$ cat config.mk
export PLATFORM = sky130hd
export DESIGN_NAME = pfc_host
export DESIGN_NICKNAME = d
export VERILOG_FILES = /design/src/common/pfc_pkg.sv /design/src/pfc_bus_cycle.sv /design/src/pfc_host.sv
export SDC_FILE = /design/constraint.sdc
export NUM_CORES = 1
export LEC_CHECK = 0
export BUFFER_PORTS_ARGS = -buffer_cell sky130_fd_sc_hd__buf_2
export CAP_MARGIN = 10
export CORE_MARGIN = 3
export CORE_UTILIZATION = 55
export CTS_CLUSTER_DIAMETER = 30
export CTS_CLUSTER_SIZE = 30
export DETAILED_ROUTE_END_ITERATION = 10
export GPL_TIMING_DRIVEN = 0
export PLACE_DENSITY = 0.87
export SYNTH_ARGS = -nofsm -noshare
export SYNTH_HDL_FRONTEND = slang
export SYNTH_SLANG_ARGS = --single-unit
$ cat constraint.sdc
create_clock -name mclk_i -period 6.3 [get_ports mclk_i]
set_input_delay 0.945 -clock mclk_i [delete_from_list [all_inputs] [get_ports mclk_i]]
set_output_delay 0.945 -clock mclk_i [all_outputs]
set_load 0.01 [all_outputs]
$ cat src/common/pfc_pkg.sv
// constants and carrier types for the parallel flash command host
// assumes one 40 MHz clock and pin drivers outside that switch supply levels
package pfc_pkg;

    // ------------------------------------------------------------
    // command codes
    // ------------------------------------------------------------
    localparam logic [7:0] CMD_ERASE_SETUP = 8'h20;
    localparam logic [7:0] CMD_ERASE_CONFIRM = 8'hD0;
    localparam logic [7:0] CMD_PROGRAM_SETUP = 8'h40;
    localparam logic [7:0] CMD_PROGRAM_SETUP_ALT = 8'h10;
    localparam logic [7:0] CMD_READ_ARRAY = 8'hFF;

    // ------------------------------------------------------------
    // data bus layout
    // ------------------------------------------------------------
    localparam logic [15:0] DQ_WORD_MASK = 16'hFFFF;
    localparam logic [15:0] DQ_BYTE_MASK = 16'h80FF;
    localparam logic [15:0] DQ_ADDR_ONLY = 16'h8000;
    localparam int MSB_DQ_POS = 15;

    // ------------------------------------------------------------
    // timing
    // ------------------------------------------------------------
    localparam int CLK_PERIOD_NS = 25;
    localparam int WE_PULSE_NS = 50;
    localparam int READ_ACCESS_NS = 80;
    localparam int RP_LOW_NS = 100;
    localparam int RP_RECOVER_NS = 300;
    localparam int ENGINE_WAIT_US = 1000;
    localparam int WE_PULSE_CYC = (WE_PULSE_NS + CLK_PERIOD_NS - 1) / CLK_PERIOD_NS;
    localparam int READ_ACCESS_CYC = (READ_ACCESS_NS + CLK_PERIOD_NS - 1) / CLK_PERIOD_NS;
    localparam int RP_LOW_CYC = (RP_LOW_NS + CLK_PERIOD_NS - 1) / CLK_PERIOD_NS;
    localparam int RP_RECOVER_CYC = (RP_RECOVER_NS + CLK_PERIOD_NS - 1) / CLK_PERIOD_NS;
    localparam int ENGINE_WAIT_CYC = (ENGINE_WAIT_US * 1000) / CLK_PERIOD_NS;

    // ------------------------------------------------------------
    // types
    // ------------------------------------------------------------
    typedef enum logic [2:0] {
        OP_READ,
        OP_READ_ARRAY,
        OP_PROGRAM,
        OP_ERASE,
        OP_READ_ID
    } pfc_op_t;

    typedef struct packed {
        pfc_op_t op;
        logic [19:0] addr;
        logic [15:0] data;
        logic byte_mode;
        logic boot;
        logic unlock_vhh;
        logic id_sel;
    } pfc_req_t;

    typedef struct packed {
        logic write;
        logic [15:0] data;
        logic last;
    } pfc_cyc_t;

endpackage : pfc_pkg

$ cat src/pfc_bus_cycle.sv
// one asynchronous bus cycle on the flash pins, write or read
// assumes the caller holds its inputs while start_i is high for one cycle
`timescale 1ns/1ps
module pfc_bus_cycle
    import pfc_pkg::*;
(
    // clock and reset
    input wire logic mclk_i,
    input wire logic reset_i,
    // request
    input wire logic start_i,
    input wire logic write_i,
    input wire logic byte_mode_i,
    input wire logic [19:0] addr_i,
    input wire logic [15:0] wdata_i,
    // answer
    output logic done_o,
    output logic [15:0] rdata_o,
    // flash pins
    output logic ce_n_o,
    output logic oe_n_o,
    output logic we_n_o,
    output logic [18:0] addr_o,
    output logic [15:0] dq_o,
    output logic [15:0] dq_oe_o,
    input wire logic [15:0] dq_i
);

    typedef enum logic [1:0] {B_IDLE, B_SETUP, B_STROBE, B_HOLD} pfc_bstate_t;

    pfc_bstate_t state_q;
    logic write_q;
    logic byte_q;
    logic [2:0] cnt_q;
    logic [2:0] strobe_end;

    assign strobe_end = write_q ? 3'(WE_PULSE_CYC - 1) : 3'(READ_ACCESS_CYC - 1);

    // ------------------------------------------------------------
    // cycle sequencer
    // ------------------------------------------------------------
    always_ff @(posedge mclk_i) begin
        if (reset_i) begin
            state_q <= B_IDLE;
            write_q <= 1'b0;
            byte_q <= 1'b0;
            cnt_q <= 3'h0;
            done_o <= 1'b0;
            rdata_o <= 16'h0000;
            ce_n_o <= 1'b1;
            oe_n_o <= 1'b1;
            we_n_o <= 1'b1;
            addr_o <= 19'h00000;
            dq_o <= 16'h0000;
            dq_oe_o <= 16'h0000;
        end else begin
            done_o <= 1'b0;
            case (state_q)
                B_IDLE: begin
                    if (start_i) begin
                        write_q <= write_i;
                        byte_q <= byte_mode_i;
                        ce_n_o <= 1'b0; // RULE13
                        addr_o <= addr_i[19:1];
                        dq_o <= byte_mode_i ? {addr_i[0], 7'h00, wdata_i[7:0]} : wdata_i;
                        if (write_i) begin
                            dq_oe_o <= byte_mode_i ? DQ_BYTE_MASK : DQ_WORD_MASK; // RULE12
                        end else begin
                            dq_oe_o <= byte_mode_i ? DQ_ADDR_ONLY : 16'h0000; // RULE11
                        end
                        state_q <= B_SETUP;
                    end
                end
                B_SETUP: begin
                    if (write_q) begin
                        we_n_o <= 1'b0; // RULE13
                    end else begin
                        oe_n_o <= 1'b0;
                    end
                    cnt_q <= 3'h0;
                    state_q <= B_STROBE;
                end
                B_STROBE: begin
                    cnt_q <= cnt_q + 3'h1;
                    if (cnt_q == strobe_end) begin
                        we_n_o <= 1'b1; // RULE13
                        oe_n_o <= 1'b1;
                        if (!write_q) begin
                            rdata_o <= byte_q ? {8'h00, dq_i[7:0]} : dq_i; // RULE6 RULE7
                        end
                        state_q <= B_HOLD;
                    end
                end
                B_HOLD: begin
                    ce_n_o <= 1'b1;
                    dq_oe_o <= 16'h0000;
                    done_o <= 1'b1;
                    state_q <= B_IDLE;
                end
                default: begin
                    state_q <= B_IDLE;
                end
            endcase
        end
    end
endmodule : pfc_bus_cycle

$ cat src/pfc_host.sv
// host controller that drives a block-erasable parallel flash through its pins
// assumes external switches turn the supply flags into real voltages
`timescale 1ns/1ps
// Summary of operation
// RULE1: erase is setup 20h then confirm D0h, supply raised before confirm.
// RULE2: program is setup 40h then address and data write with supply high.
// RULE3: read-array FFh is written before any array read after program or erase.
// RULE4: boot block changes need reset pin at unlock voltage or unlock pin high.
// RULE5: id read: id line at id voltage, other upper lines low, select picks code.
// RULE6: word-wide id reads return the upper byte as well.
// RULE7: byte-wide id reads use only the low eight data lines.
// RULE8: erase touches only the addressed block, so its address goes with both writes.
// RULE9: the flash engine finishes alone; the host only waits.
// RULE10: reset pin low clears the flash and floats all of its pins.
// RULE11: flash drives data only with output enable low; host floats then. In byte mode the host keeps driving line 15.
// RULE12: byte mode floats lines 8 to 14 and line 15 carries the lowest address.
// RULE13: value set with select low, output enable high, latched at strobe end.
module pfc_host
    import pfc_pkg::*;
#(
    parameter int unsigned ENGINE_WAIT = ENGINE_WAIT_CYC
) (
    // clock and reset
    input wire logic mclk_i,
    input wire logic reset_i,
    // user request
    input wire logic req_valid_i,
    input wire pfc_req_t req_i,
    output logic busy_o,
    output logic done_o,
    output logic [15:0] rdata_o,
    // flash control pins
    output logic ce_n_o,
    output logic oe_n_o,
    output logic we_n_o,
    output logic byte_n_o,
    output logic reset_powerdown_n_o,
    output logic boot_unlock_o,
    // flash supply switches
    output logic program_supply_high_o,
    output logic unlock_high_voltage_o,
    output logic id_high_voltage_o,
    // flash address and data
    output logic [18:0] addr_o,
    output logic [15:0] dq_o,
    output logic [15:0] dq_oe_o,
    input wire logic [15:0] dq_i
);

    typedef enum logic [2:0] {
        M_RESET, M_RECOVER, M_IDLE, M_ISSUE, M_BUS, M_ENGINE
    } pfc_mstate_t;

    // ------------------------------------------------------------
    // step decode
    // ------------------------------------------------------------
    function automatic pfc_cyc_t pfc_step(pfc_op_t op, logic step, logic [15:0] data,
                                          logic array_mode);
        pfc_cyc_t c;
        c = '{write: 1'b0, data: 16'h0000, last: 1'b1};
        case (op)
            OP_ERASE: begin
                c.write = 1'b1;
                c.data = {8'h00, step ? CMD_ERASE_CONFIRM : CMD_ERASE_SETUP};
                c.last = step;
            end
            OP_PROGRAM: begin
                c.write = 1'b1;
                c.data = step ? data : {8'h00, CMD_PROGRAM_SETUP};
                c.last = step;
            end
            OP_READ_ARRAY: begin
                c.write = 1'b1;
                c.data = {8'h00, CMD_READ_ARRAY};
            end
            OP_READ: begin
                if (!array_mode && !step) begin
                    c.write = 1'b1;
                    c.data = {8'h00, CMD_READ_ARRAY};
                    c.last = 1'b0;
                end
            end
            default: begin
                c.write = 1'b0;
            end
        endcase
        return c;
    endfunction : pfc_step

    function automatic logic pfc_is_change(pfc_op_t op);
        return (op == OP_ERASE) || (op == OP_PROGRAM);
    endfunction : pfc_is_change

    pfc_mstate_t state_q;
    pfc_req_t req_q;
    pfc_cyc_t cyc_q;
    logic step_q;
    logic start_q;
    logic array_mode_q;
    logic [31:0] wait_q;
    logic bus_done;
    logic [15:0] bus_rdata;
    logic [19:0] bus_addr;

    // id reads force every upper address line low, select on the lowest word line
    assign bus_addr = (req_q.op == OP_READ_ID) ? {18'h00000, req_q.id_sel, 1'b0}
                                               : req_q.addr; // RULE5 RULE8

    // ------------------------------------------------------------
    // sequencer
    // ------------------------------------------------------------
    always_ff @(posedge mclk_i) begin
        if (reset_i) begin
            state_q <= M_RESET;
            req_q <= '0;
            cyc_q <= '0;
            step_q <= 1'b0;
            start_q <= 1'b0;
            wait_q <= 32'(RP_LOW_CYC);
            busy_o <= 1'b1;
            done_o <= 1'b0;
        end else begin
            start_q <= 1'b0;
            done_o <= 1'b0;
            case (state_q)
                M_RESET: begin
                    wait_q <= wait_q - 32'h1;
                    if (wait_q <= 32'h1) begin
                        wait_q <= 32'(RP_RECOVER_CYC);
                        state_q <= M_RECOVER;
                    end
                end
                M_RECOVER: begin
                    wait_q <= wait_q - 32'h1;
                    if (wait_q <= 32'h1) begin
                        busy_o <= 1'b0;
                        state_q <= M_IDLE;
                    end
                end
                M_IDLE: begin
                    if (req_valid_i) begin
                        req_q <= req_i;
                        step_q <= 1'b0;
                        busy_o <= 1'b1;
                        state_q <= M_ISSUE;
                    end
                end
                M_ISSUE: begin
                    cyc_q <= pfc_step(req_q.op, step_q, req_q.data, array_mode_q);
                    start_q <= 1'b1;
                    state_q <= M_BUS;
                end
                M_BUS: begin
                    if (bus_done) begin
                        if (!cyc_q.last) begin
                            step_q <= 1'b1;
                            state_q <= M_ISSUE;
                        end else if (pfc_is_change(req_q.op)) begin
                            wait_q <= ENGINE_WAIT; // RULE9
                            state_q <= M_ENGINE;
                        end else begin
                            done_o <= 1'b1;
                            busy_o <= 1'b0;
                            state_q <= M_IDLE;
                        end
                    end
                end
                M_ENGINE: begin
                    wait_q <= wait_q - 32'h1; // RULE9
                    if (wait_q <= 32'h1) begin
                        done_o <= 1'b1;
                        busy_o <= 1'b0;
                        state_q <= M_IDLE;
                    end
                end
                default: begin
                    state_q <= M_IDLE;
                end
            endcase
        end
    end

    // ------------------------------------------------------------
    // read mode tracking and read data
    // ------------------------------------------------------------
    always_ff @(posedge mclk_i) begin
        if (reset_i) begin
            array_mode_q <= 1'b1;
            rdata_o <= 16'h0000;
        end else if (state_q == M_BUS && bus_done) begin
            if (cyc_q.write && cyc_q.data[7:0] == CMD_READ_ARRAY && !pfc_is_change(req_q.op)) begin
                array_mode_q <= 1'b1; // RULE3
            end else if (pfc_is_change(req_q.op)) begin
                array_mode_q <= 1'b0; // RULE3
            end
            if (!cyc_q.write) begin
                rdata_o <= bus_rdata; // RULE6 RULE7
            end
        end
    end

    // ------------------------------------------------------------
    // supply and strap levels
    // ------------------------------------------------------------
    always_ff @(posedge mclk_i) begin
        if (reset_i) begin
            reset_powerdown_n_o <= 1'b0; // RULE10
            program_supply_high_o <= 1'b0;
            unlock_high_voltage_o <= 1'b0;
            boot_unlock_o <= 1'b0;
            id_high_voltage_o <= 1'b0;
            byte_n_o <= 1'b1;
        end else if (state_q != M_IDLE) begin
            reset_powerdown_n_o <= (state_q != M_RESET); // RULE10
        end else begin
            reset_powerdown_n_o <= 1'b1;
            if (req_valid_i) begin
                program_supply_high_o <= pfc_is_change(req_i.op); // RULE1 RULE2
                unlock_high_voltage_o <= pfc_is_change(req_i.op) && req_i.boot
                                         && req_i.unlock_vhh; // RULE4
                boot_unlock_o <= pfc_is_change(req_i.op) && req_i.boot
                                 && !req_i.unlock_vhh; // RULE4
                id_high_voltage_o <= (req_i.op == OP_READ_ID); // RULE5
                byte_n_o <= !req_i.byte_mode; // RULE12
            end else begin
                program_supply_high_o <= 1'b0;
                unlock_high_voltage_o <= 1'b0;
                boot_unlock_o <= 1'b0;
                id_high_voltage_o <= 1'b0;
            end
        end
    end

    pfc_bus_cycle u_bus (
        .mclk_i(mclk_i),
        .reset_i(reset_i || state_q == M_RESET),
        .start_i(start_q),
        .write_i(cyc_q.write),
        .byte_mode_i(req_q.byte_mode),
        .addr_i(bus_addr),
        .wdata_i(cyc_q.data),
        .done_o(bus_done),
        .rdata_o(bus_rdata),
        .ce_n_o(ce_n_o),
        .oe_n_o(oe_n_o),
        .we_n_o(we_n_o),
        .addr_o(addr_o),
        .dq_o(dq_o),
        .dq_oe_o(dq_oe_o),
        .dq_i(dq_i)
    );
endmodule : pfc_host

[Word-level counts from Yosys, hierarchy flattened]
Index checks and enable logic that the tools add are counted.
Word-level totals
  register bits: 199
  input bits: 62
Operators by class
  equal/unequal tests: 30
  reductions and logical operators: 42
  $add $sub $neg: 2
  order comparisons: 1
  multiplexer cells: 62
  bitwise logic cells: 3
Operator list (count)
  32-bit two-way mux: 4
  16-bit two-way mux: 6
  32-bit case mux with 3 select lines: 1
  16-bit case mux with 4 select lines: 1
  32-bit by 1-bit <= comparator with 1-bit output, second input constant: 1
  16-bit case mux with 2 select lines: 1
  32-bit by 1-bit subtractor with 32-bit output, second input constant: 1
  1-bit two-way mux: 25
  20-bit two-way mux: 1
  3-bit by 2-bit == test with 1-bit output, second input constant: 6
  18-bit two-way mux: 1
  3-bit two-way mux: 6
  2-bit != test, second input constant: 8
  15-bit two-way mux: 1
  3-bit case mux with 5 select lines: 1
  1-bit case mux with 2 select lines: 7
  2-bit AND reduction: 7
  3-bit == test, second input constant: 4
  4-bit AND reduction: 3
  3-bit AND reduction: 3
  3-bit nonzero test: 3
  8-bit == test, second input constant: 1
  8-bit two-way mux: 1
  2-bit by 1-bit != test with 1-bit output, second input constant: 4
  other kinds (20): 43

[Depth between registers and ports, before layout]
Gate-level depths: netlist of the first run.
  depth after elaboration: 6
  gate-level depth with buffers: 8

[Hierarchy]
A second synthesis of the first run with hierarchy kept.
Second synthesis, totals
  cell total of the unflattened synthesis: 973
  area total of the unflattened synthesis: 7903.8 µm²
Modules (own cells, without submodules)
  pfc_host: seq. area each 2422.3 µm², cells an instance 654, area an instance 5248.8 µm², times used 1
  pfc_bus_cycle: seq. area each 1301.2 µm², cells an instance 319, area an instance 2655.0 µm², times used 1

[Worst setup path before layout of the first run]
OpenSTA, ideal clock, no wires.
  path kind: register to register
  start point: reg wait_q[0]
  end point: reg wait_q[26]
  required time: 6.230 ns
  cell stages (with the launch flop): 8
  path slack: 4.087 ns
  arrival: 2.144 ns
  cells stage by stage: dfxtp_1 inv_1 ha_1 or4b_2 a21oi_2 nand3_2 or4_1 a21oi_1
On the way
  word-level cells in the longest chain between the ends: 3
  elaborated cells on any way between the ends: 4
  classes of those cells: 1 x add/sub; 1 x order compare; 2 x mux
RTL lines
  start: declaration: RTL line pfc_host.sv:100  | logic [31:0] wait_q;
  start signal: assignment: RTL line pfc_host.sv:119  | wait_q <= 32'(RP_LOW_CYC);
  start signal: assignment: RTL line pfc_host.sv:127  | wait_q <= wait_q - 32'h1;
  start signal: assignment: RTL line pfc_host.sv:129  | wait_q <= 32'(RP_RECOVER_CYC);
  32-bit by 1-bit subtractor with 32-bit output / 32-bit by 1-bit <= comparator with 1-bit output (equally long branches)
  32-bit two-way mux: RTL line pfc_host.sv:128  | if (wait_q <= 32'h1) begin
  32-bit case mux with 3 select lines (*): RTL line pfc_host.sv:125  | case (state_q)
Every way passes the cells marked *; elsewhere a longest branch is shown, timed or not.
A chain may end at the register's enable or synchronous reset.

[Final worst setup path of the first run]
  start point: reg state_q[1]
  end point: reg req_q[15] in the netlist's numbering
On the way
  word-level cells in the longest chain between the ends: 2
RTL lines
  start: declaration: RTL line pfc_host.sv:94  | pfc_mstate_t state_q;
  start signal: assignment: RTL line pfc_host.sv:114  | state_q <= M_RESET;
  start signal: assignment: RTL line pfc_host.sv:130  | state_q <= M_RECOVER;
  start signal: assignment: RTL line pfc_host.sv:137  | state_q <= M_IDLE;
  3-bit by 2-bit == test with 1-bit output: RTL line pfc_host.sv:125
  2-bit AND reduction (no source line)
  end signal: assignment: RTL line pfc_host.sv:142  | req_q <= req_i;
  end: declaration: RTL line pfc_host.sv:95  | pfc_req_t req_q;
No other way between the ends.

==> metrics, run 1 <==
run status completed; Iter 0 DRT Violations 532; share of the synthesized area in compound gates (AO/OA/AOI/OAI) 0.155; FMAX between 0.3 and 0.4 GHz; DRC violation count after routing 0; clock latency at the later pin of the worst-skew pair 430 ps; count of pins on the block boundary 140; Clk pwr share 0.292; critical path capture point type flip-flop; fraction of power spent switching nets 0.347; uppermost layer routed met4; setup repair after global routing missed its margin false; share of the cycle needed by the critical path after routing 0.436; Max-Cap Viols 0; post-synthesis adder-cell area fraction 0.0115; DIE WIDTH 124 um; summed area of non-filler cells in the final layout 0.00907 mm^2; fillcell total 1072; top cell family by delay on the critical path simple AND/OR/NAND/NOR gates; count of final max-slew check failures 0; maximum buffer depth of the clock tree 2; Worst Tran Pin Value 957 ps; number of antenna violations at the first check in global routing 1; number of clock sinks 186; post-synth net total a little under 1000; area fraction in and, or, nand and nor cells after synthesis 0.250; headroom to the max-slew limit 0.360; clk_skew 8.87 ps; area of the mapped netlist 0.00760 mm^2; placed standard-cell area 0.00851 mm^2; Gates resized, CTS repair 0; Crit path top cell by count clkbuf_1; internal power summed over all cells roughly 2.3 mW; utilization after layout 0.677; multiplexer share of the synthesized area 0.0147; placer congestion estimate 0.843; routed length per placed instance roughly 15 um; sequential fraction of design power 0.402; number of hold-slack violations in the final timing report 0; length of the first detailed-routing pass in iterations 5; type of origin of the critical path flip-flop; TritonCTS clock tree built; clock period minus worst slack 2750 ps; amount of wire on met2 after detailed routing around 9000 um; Gate power share 0.306; Yosys cell types 59; register area 0.00372 mm^2; count of standard-cell rows 42; class of the worst hold path reg2reg; area used by multi-input combinational logic 0.00347 mm^2; leakage 3.54 nW; Synthesis Warnings 0; detailed-route wire length on metal 1 8370 um; GR Util All Layers 0.257; initial cell density of the core 0.567; largest net degree at the start of global routing 17; Pwr Density 388 mW/mm^2; sum of overflow across all layers after global routing 0; combinational family with the most area after synthesis simple AND/OR/NAND/NOR gates; via/cell ratio 5.58; WS Path Type reg2reg; die area 0.0153 mm^2; maximum single-stage delay on the critical path 670 ps; Layout area overhead 19.4%; Crit path required time 6650 ps; TritonCTS Buffers 17; worst-case vdd ir drop between 0.2 and 0.25 mV; Routed Antenna Nets 0; core box area 0.0134 mm^2; metal3 WL 1430 um; critical path cell sequence clkbuf_1 -> or3b_2 -> clkbuf_1 -> nor2_1 -> clkbuf_1 -> nand2_1 -> a21oi_1; diode count 0; main flop type after synthesis dfxtp_1; NetSw 1.22 mW; hold buffers post-CTS 0; critical path buffer and inverter count 3; flop-to-flop setup slack about 3600 ps; via count 7073; HPWL after DPL 13600 um; proportion of synthesized chip area in sequential cells 0.490; most common library cell in the layout ignoring fill and taps nand2_1; first-pass GRT wire length slightly above 30000 um; final net count 1152; EDFF count, synth 0; share of the synthesized netlist area taken by xor and xnor gates 0.0265; count of buffers inserted at the top-level ports 139; final setup fails 0; Arr. time, crit path 3100 ps; Die H 124 um; Clock Root Buffer clkbuf_16; ratio of cells with drive above 1 in the final layout 0.185; H-tree level count 4; total negative slack for setup checks 0 ps; setup repair bufs after CTS 0; crit path max fanout 10; clock-pin slew reported for the worst setup and hold paths after clock tree synthesis ~60 ps; via count of the first global-routing pass 6350; top library cells by usage in the layout, fill and taps aside nand2_1 (189), dfxtp_1 (186), buf_2 (142), a21oi_1 (130), nor2_1 (91); Synth Instances 925; register bit count reported by yosys 186; Async S/R FF share, synth 0; slowest cell on the critical path nor2_1; final routed wirelength across all metal layers 19600 um; Post-Syn Area per Cell 8.21 um^2
[state kept, by name (all words and copies together) (netlist names), 2 cells and up]
signal	cells
u_bus.dq_o	16
u_bus.addr_o	19
req_q	41
rdata_o	16
u_bus.rdata_o	16
u_bus.cnt_q	3
state_q	3
wait_q	32
u_bus.state_q	2
cyc_q	18
u_bus.dq_oe_o	3
[cell usage after synthesis, drive strengths merged, types with 2 or more instances]
library cell | number | area (um^2)
a211o | 4 | 35.0
a211oi | 6 | 45.0
a21o | 6 | 45.0
a21oi | 132 | 676
a221o | 2 | 20.0
a221oi | 2 | 17.5
a22oi | 13 | 97.6
a311oi | 3 | 26.3
buf | 20 | 143
clkbuf | 55 | 206
dfxtp | 186 | 3720
ha | 7 | 87.6
inv | 14 | 52.6
mux2i | 10 | 100
nand2 | 189 | 709
nand2b | 7 | 43.8
nand3 | 34 | 175
nand3b | 8 | 60.1
nand4 | 15 | 100
nand4b | 4 | 35.0
nor2 | 91 | 342
nor2b | 7 | 43.8
nor3 | 13 | 65.1
nor3b | 11 | 82.6
nor4 | 8 | 71.3
nor4b | 3 | 26.3
nor4bb | 2 | 20.0
o211ai | 2 | 15.0
o21ai | 16 | 80.1
o22ai | 3 | 18.8
o31ai | 3 | 22.5
or2 | 5 | 31.3
or3 | 3 | 18.8
or4 | 5 | 41.3
xnor2 | 6 | 52.6
xor2 | 17 | 149
[area by class of cell]
type | instances | share of cell area
repair buffers | 139 | 0.0767
multi-input cells | 650 | 0.383
clock inverters | 8 | 0.0109
plain buffers | 75 | 0.0385
flip-flops and latches | 186 | 0.411
clock buffers | 20 | 0.0504
well taps | 176 | 0.0243
inverters | 14 | 0.00580
[tightest hold or removal path, delay by kind of cell (launching register included)]
family	cells	cell delay [ps]
flops	1	310
compound gates	1	50
simple gates	1	50
[metrics by stage]
step                      setup slack, ps  hold WS (ps)  cells  power, mW
after floorplan                      4090           432    925       2.24
after global placement               3600           437   1240       2.46
after detailed placement             3590           442   1240       2.48
after CTS                            3590           449   1268       3.49
after global routing                 3410           462   1268       3.69
final                                3550           451   1268       3.51
[cells by family after synthesis]
kind of cell	Yosys count
AOI/OAI and AO/OA	200
xor gates and xnor gates	23
adders and majority gates	7
buffers and inverters	89
DFF	186
muxes	11
and+or+nand+nor	409
[per-layer routing]
layer	vias up	global-route usage
li1	3461	-
met1	3253	0.336
met2	308	0.406
met5	-	0
met4	0	0.112
met3	51	0.0631
[path summary, 6_finish.rpt]
kind,to,start,cells after the start
worst max register to register,req_q[15]$_SDFFE_PP0P_,state_q[1]$_SDFFE_PP0P_,7
worst min-delay path,u_bus.dq_o[13]$_SDFFE_PP0P_,u_bus.dq_o[13]$_SDFFE_PP0P_,2
worst max-delay path,req_q[15]$_SDFFE_PP0P_,state_q[1]$_SDFFE_PP0P_,7
worst min register to register,u_bus.dq_o[13]$_SDFFE_PP0P_,u_bus.dq_o[13]$_SDFFE_PP0P_,2
[power groups by stage]
| stage | registers, mW | logic (mW) | clock network, mW |
|---|---|---|---|
| 2_1_floorplan | 1.41 | 0.828 | 0 |
| 3_3_place_gp | 1.43 | 1.03 | 0 |
| 3_5_place_dp | 1.43 | 1.04 | 0 |
| 4_1_cts | 1.41 | 1.06 | 1.02 |
| 5_1_grt | 1.43 | 1.19 | 1.08 |
| 6_report | 1.41 | 1.08 | 1.03 |
Note: power is estimated with default switching activity, not from simulation.
==> inputs of run 2 (changes only) <==
- CORE_UTILIZATION: 55 -> 50
- PLACE_DENSITY: 0.87 -> 0.84
- clock period: 6.3 -> 2.3 ns (I/O delays scaled with it)
==> run 2 against run 1 <==
Die area rose by 9.5%. Critical endpoint is now wait_q[26]$_SDFFE_PP0P_. Sequential power rose to 2.8 times the previous value. Worst setup slack got worse by 3500 ps. Total power rose to 2.9 times the previous value. Routed wire length up 1.4%. Non-clock buffer count up 7.
==> metrics, run 2 (synthesized netlist as in run 1, its figures left out) <==
headroom to the max-slew limit 0.556 (+0.196); Layout area overhead 22.5%; internal power summed over all cells 6.75 mW (+190%); DRC violation count after routing 0 (unchanged); final routed wirelength across all metal layers 19900 um (+1.4%); via/cell ratio 5.54 (-0.72%); sequential fraction of design power 0.377 (-0.025); critical path capture point type flip-flop; die area 0.0167 mm^2 (+9.5%); r2r worst-path depth 6 (-1); register area 0.00372 mm^2 (unchanged); H-tree level count 4 (unchanged); largest net degree at the start of global routing 18 (+1); number of placed instances, taps included 1248 (+0.65%); via count 7127 (+0.76%); Routed Antenna Nets 0 (unchanged); routed length per placed instance 15.5 um (about the same); share of the cycle needed by the critical path after routing 0.988 (+0.552); first-pass GRT wire length 31000 um (+0.15%); Min-Delay Path Depth 3 (+1); DIE WIDTH 129 um (+4.6%); diode count 0 (unchanged); Largest regs req_q: 41 flops, wait_q: 32 flops, u_bus.addr_o: 19 flops; sum of overflow across all layers after global routing 0 (unchanged); ratio of cells with drive above 1 in the final layout 0.210 (+0.0254); class of the worst hold path in2reg; hold buffers post-CTS 0 (unchanged); count of pins on the block boundary 140 (unchanged); fraction of power spent switching nets 0.348 (+0.000763); area used by multi-input combinational logic 0.00356 mm^2 (+2.5%); FMAX 0.440 GHz (+21%); leakage 3.66 nW (+3.4%); number of clock sinks 186 (unchanged); Arr. time, crit path 2630 ps (-470 ps); most common library cell in the layout ignoring fill and taps nand2_1; clk_skew 7.31 ps (-1.55 ps); Worst Tran Pin Value 664 ps (-293 ps); top library cells by usage in the layout, fill and taps aside nand2_1 (189), dfxtp_1 (186), buf_2 (141), a21oi_1 (129), nor2_1 (88); initial cell density of the core 0.517 (-0.0501); number of flip-flops under the largest register name 41 (unchanged); Clk pwr share 0.300 (+0.008); clock latency at the later pin of the worst-skew pair 430 ps (about the same); post-layout instance count excluding filler cells 1287 (+1.5%); Clock Root Buffer clkbuf_16; slowest cell on the critical path or4_4; NetSw 3.61 mW (+200%); Pwr Density 1110 mW/mm^2 (+190%); count of final max-slew check failures 0 (unchanged); run status completed; TritonCTS Buffers 17 (unchanged); via count of the first global-routing pass 6335 (-0.24%); WS Path Type reg2reg; GR Util All Layers 0.231 (-0.0259); worst-case vdd ir drop 0.673 mV (+180%); clock period minus worst slack 2270 ps (-473 ps); placer congestion estimate 0.905 (+7.5%); fillcell total 1167 (+8.9%); final setup fails 0 (unchanged); final net count 1159 (+0.61%); clock-pin slew reported for the worst setup and hold paths after clock tree synthesis 70 ps (about the same); critical path cell sequence or4_4 -> nor4_4 -> buf_4 -> nand3_2 -> or4_1 -> a21oi_1; Die H 129 um (+4.6%); crit path max fanout 7 (-3); setup repair after global routing missed its margin true; number of hold-slack violations in the final timing report 0 (unchanged); Iter 0 DRT Violations 564 (+6.0%); type of origin of the critical path flip-flop; Most flops, register req_q; maximum single-stage delay on the critical path 590 ps (-80 ps); maximum buffer depth of the clock tree 2 (unchanged); count of buffers inserted at the top-level ports 139 (unchanged); Max-Cap Viols 0 (unchanged); count of standard-cell rows 44 (+4.8%); Gate power share 0.323 (+0.017); core box area 0.0147 mm^2 (+9.7%); TritonCTS clock tree built; worst-case hold slack 143 ps (-308 ps); length of the first detailed-routing pass in iterations 5 (unchanged); HPWL after DPL 13900 um (+2.3%); Crit path required time 2660 ps (-3990 ps); number of antenna violations at the first check in global routing 1 (unchanged)
run 2: cell types whose count changed in the layout (fill, tap and decap cells not counted), moves of 2 or more:
| cell | change |
|---|---|
| clkbuf_1 | -9 |
| buf_4 | +8 |
| clkbuf_2 | +7 |
| inv_6 | +6 |
| nor2_1 | -3 |
| a21oi_4 | +2 |
| clkinv_2 | -2 |
| clkinvlp_4 | -2 |
| nor2_2 | +2 |
run 2: worst max-delay path, delay by kind of cell (launching register included):
| kind | cells | cell delay [ps] |
|---|---|---|
| AO/OA/AOI/OAI | 1 | 150 |
| buffers and inverters | 1 | 210 |
| flip-flops | 1 | 380 |
| AND/OR/NAND/NOR | 4 | 1470 |
run 2: timing repair:
action | CTS | global route
setup endpoints to repair | 80 | 86
cloned | 0 | 0
pin swaps | 1 | 4
gates resized for setup | 12 | 18
buffers inserted | 2 | 6
run 2: worst paths after layout:
check                                     from                      endpoint  slack [ps]
hold reg to reg   u_bus.addr_o[5]$_SDFFE_PP0P_  u_bus.addr_o[5]$_SDFFE_PP0P_         450
setup / recovery       wait_q[11]$_SDFFE_PP0P_       wait_q[26]$_SDFFE_PP0P_          30
hold / removal                       req_i[13]        req_q[13]$_SDFFE_PP0P_         140
setup reg to reg       wait_q[11]$_SDFFE_PP0P_       wait_q[26]$_SDFFE_PP0P_          30
run 2: cell type report:
class,instances,area share
Buffer,74,0.0383
Clock buffer,19,0.0487
Clock inverter,13,0.0190
Inverter,14,0.00565
Multi-Input combinational cell,650,0.382
Sequential cell,186,0.400
Tap cell,184,0.0247
Timing Repair Buffer,147,0.0812
run 2: per-stage QoR:
stage / worst slack, ps / total power, mW / utilization / setup TNS [ps] / area (um^2)
after floorplan: 86.5 / 6.13 / - / 0 / 7600
after global placement: -252 / 6.72 / 0.580 / -12700 / 8520
after detailed placement: -304 / 6.80 / 0.580 / -15420 / 8520
after CTS: 11.4 / 10.0 / 0.627 / 0 / 9220
after global routing: -33.6 / 10.9 / 0.633 / -145 / 9310
final: 26.8 / 10.4 / 0.633 / 0 / 9310
run 2: power groups by stage:
stage          registers (mW)  logic [mW]  clock network, mW
2_1_floorplan            3.86        2.27                  0
3_3_place_gp             3.91        2.81                  0
3_5_place_dp             3.93        2.87                  0
4_1_cts                  3.87        3.04               3.13
5_1_grt                  3.95        3.64               3.26
6_report                 3.91        3.34               3.11
run 2: per-layer routing:
layer,global-route usage,wire length (um),share of wire
met5,0,11,0.00055
met4,0.0871,470,0.024
met3,0.0499,1430,0.072
met2,0.366,9290,0.47
met1,0.312,8730,0.44
==> inputs of run 3 (changes only) <==
- PLACE_DENSITY: 0.84 -> not set
- PLACE_DENSITY_LB_ADDON: not set -> 0.3
==> run 3 against run 2 <==
Maximum frequency grew 0.81%. Via count down 3.2%. Clock-buffer cell count down 1. Combinational power about the same. Core utilization fell by 0.41 points. Final area fell by 0.65%. Register-to-register slack improved by 20 ps. Hold slack improved by 1.6 ps. Die area stayed put. Total power fell by 3.9%. Sequential power hardly changed. Clock skew up 3.6 ps. Highest routed layer unchanged.
==> metrics, run 3 (synthesized netlist as in run 1, its figures left out) <==
run status completed; placed standard-cell area 0.00852 mm^2 (unchanged); DRC violation count after routing 0 (unchanged); WS Path Type reg2reg; clock period minus worst slack 2250 ps (-18.2 ps); Die H 129 um (unchanged); clock latency at the later pin of the worst-skew pair 430 ps (about the same); count of pins on the block boundary 140 (unchanged); crit path max fanout 6 (-1); final setup fails 0 (unchanged); hold buffers post-CTS 0 (unchanged); Max-Cap Viols 0 (unchanged); r2r worst-path depth 7 (+1); largest net degree at the start of global routing 18 (unchanged); HPWL after DPL 13500 um (-2.9%); Layout area overhead 21.7%; class of the worst hold path in2reg; length of the first detailed-routing pass in iterations 5 (unchanged); Clock Root Buffer clkbuf_16; final net count 1161 (+0.17%); first-pass GRT wire length 30000 um (-3.3%); GR Util All Layers 0.224 (-0.00703); register area 0.00372 mm^2 (about the same); clock-pin slew reported for the worst setup and hold paths after clock tree synthesis 70 ps (about the same); sum of overflow across all layers after global routing 0 (unchanged); Min-Delay Path Depth 3 (unchanged); TritonCTS clock tree built; count of buffers inserted at the top-level ports 139 (unchanged); pre-CTS WS -394 ps (-89.5 ps); Crit path required time 2660 ps (about the same); diode count 0 (unchanged); TritonCTS Buffers 17 (unchanged); initial cell density of the core 0.517 (unchanged); via count of the first global-routing pass 6136 (-3.1%); post-layout instance count excluding filler cells 1289 (+0.16%); FMAX 0.443 GHz (+0.81%); top library cells by usage in the layout, fill and taps aside nand2_1 (189), dfxtp_1 (185), buf_2 (141), a21oi_1 (129), nor2_1 (89); Largest regs req_q: 41 flops, wait_q: 32 flops, u_bus.addr_o: 19 flops; worst-case hold slack 144 ps (+1.56 ps); via count 6901 (-3.2%); most common library cell in the layout ignoring fill and taps nand2_1; setup repair after global routing missed its margin true; Most flops, register req_q; Pwr Density 1080 mW/mm^2 (-3.3%); area used by multi-input combinational logic 0.00357 mm^2 (+0.25%); number of clock sinks 186 (unchanged); Arr. time, crit path 2620 ps (about the same); core box area 0.0147 mm^2 (unchanged); maximum buffer depth of the clock tree 2 (unchanged); leakage 3.62 nW (-1.0%); final worst setup slack 45.0 ps (+18.2 ps); number of placed instances, taps included 1248 (unchanged); total power consumption of the routed design 9.95 mW (-3.9%); Worst Tran Pin Value 609 ps (-54.4 ps); final routed wirelength across all metal layers 18800 um (-5.5%); clk_skew 11.0 ps (+3.64 ps); H-tree level count 4 (unchanged); die area 0.0167 mm^2 (unchanged); ratio of cells with drive above 1 in the final layout 0.211 (+0.000524); worst-case vdd ir drop 0.605 mV (-10%); share of the cycle needed by the critical path after routing 0.980 (-0.00791); critical path capture point type flip-flop; placer congestion estimate 0.860 (-5.0%); summed area of non-filler cells in the final layout 0.00925 mm^2 (-0.65%); number of hold-slack violations in the final timing report 0 (unchanged); Iter 0 DRT Violations 503 (-11%); number of flip-flops under the largest register name 41 (unchanged); utilization after layout 0.629 (-0.00409); routed length per placed instance 14.6 um (-5.7%); type of origin of the critical path flip-flop; Routed Antenna Nets 0 (unchanged); via/cell ratio 5.35 (-3.3%); count of standard-cell rows 44 (unchanged); total negative slack for setup checks 0 ps (unchanged); headroom to the max-slew limit 0.594 (+0.0372); count of final max-slew check failures 0 (unchanged); DIE WIDTH 129 um (unchanged); number of antenna violations at the first check in global routing 1 (unchanged); fillcell total 1282 (+9.9%)
-- run 3: cell count changes in the layout (fill, tap and decap cells not counted), sizes merged --
cell	delta
clkinvlp	+2
buf	+2
clkinv	+3
bufinv	-3
clkbuf	-1
inv	-1
-- run 3: metal layers --
layer | GRT usage | share of wire | vias up | wire (um)
li1 | - | - | 3491 | -
met5 | 0 | 0.00037 | - | 7
met2 | 0.359 | 0.47 | 191 | 8840
met3 | 0.0565 | 0.056 | 24 | 1060
met1 | 0.298 | 0.46 | 3193 | 8580
met4 | 0.0772 | 0.018 | 2 | 339
-- run 3: path summary, 6_finish.rpt --
| path | startpoint | endpoint | slack (ps) |
|---|---|---|---|
| worst min-delay path | req_i[33] | req_q[33]$_SDFFE_PP0P_ | 140 |
| worst min register to register | u_bus.dq_oe_o[15]$_SDFFE_PP0P_ | u_bus.dq_oe_o[15]$_SDFFE_PP0P_ | 450 |
| worst max register to register | wait_q[0]$_SDFFE_PP0P_ | wait_q[26]$_SDFFE_PP0P_ | 50 |
| worst max-delay path | wait_q[0]$_SDFFE_PP0P_ | wait_q[26]$_SDFFE_PP0P_ | 50 |
-- run 3: power breakdown --
part / switching, mW / total [mW] / internal [mW]
registers: 0.341 / 3.90 / 3.55
clock network: 1.31 / 2.72 / 1.41
logic: 1.91 / 3.33 / 1.42
total: 3.56 / 9.95 / 6.39
-- run 3: critical path, stage by stage, from the launching register on --
cell	delay, ps
dfxtp_1	360
inv_1	110
ha_4	170
or4b_2	640
a21oi_4	220
nand3_2	120
or4_1	420
a21oi_1	140
-- run 3: cell type report --
class,instances,share of cell area
buffer,74,0.0384
clock buffer,18,0.0464
clock inverter,14,0.0126
inverter,14,0.00568
multi-input combinational,650,0.386
sequential,186,0.403
tap,184,0.0249
timing repair buffer,149,0.0834
-- run 3: repair_timing --
| item | in CTS | in global routing |
|---|---|---|
| pin swaps | 1 | 5 |
| resized for setup | 8 | 22 |
| endpoints found under the setup margin | 83 | 86 |
| cloned | 0 | 0 |
| buffers inserted | 4 | 6 |
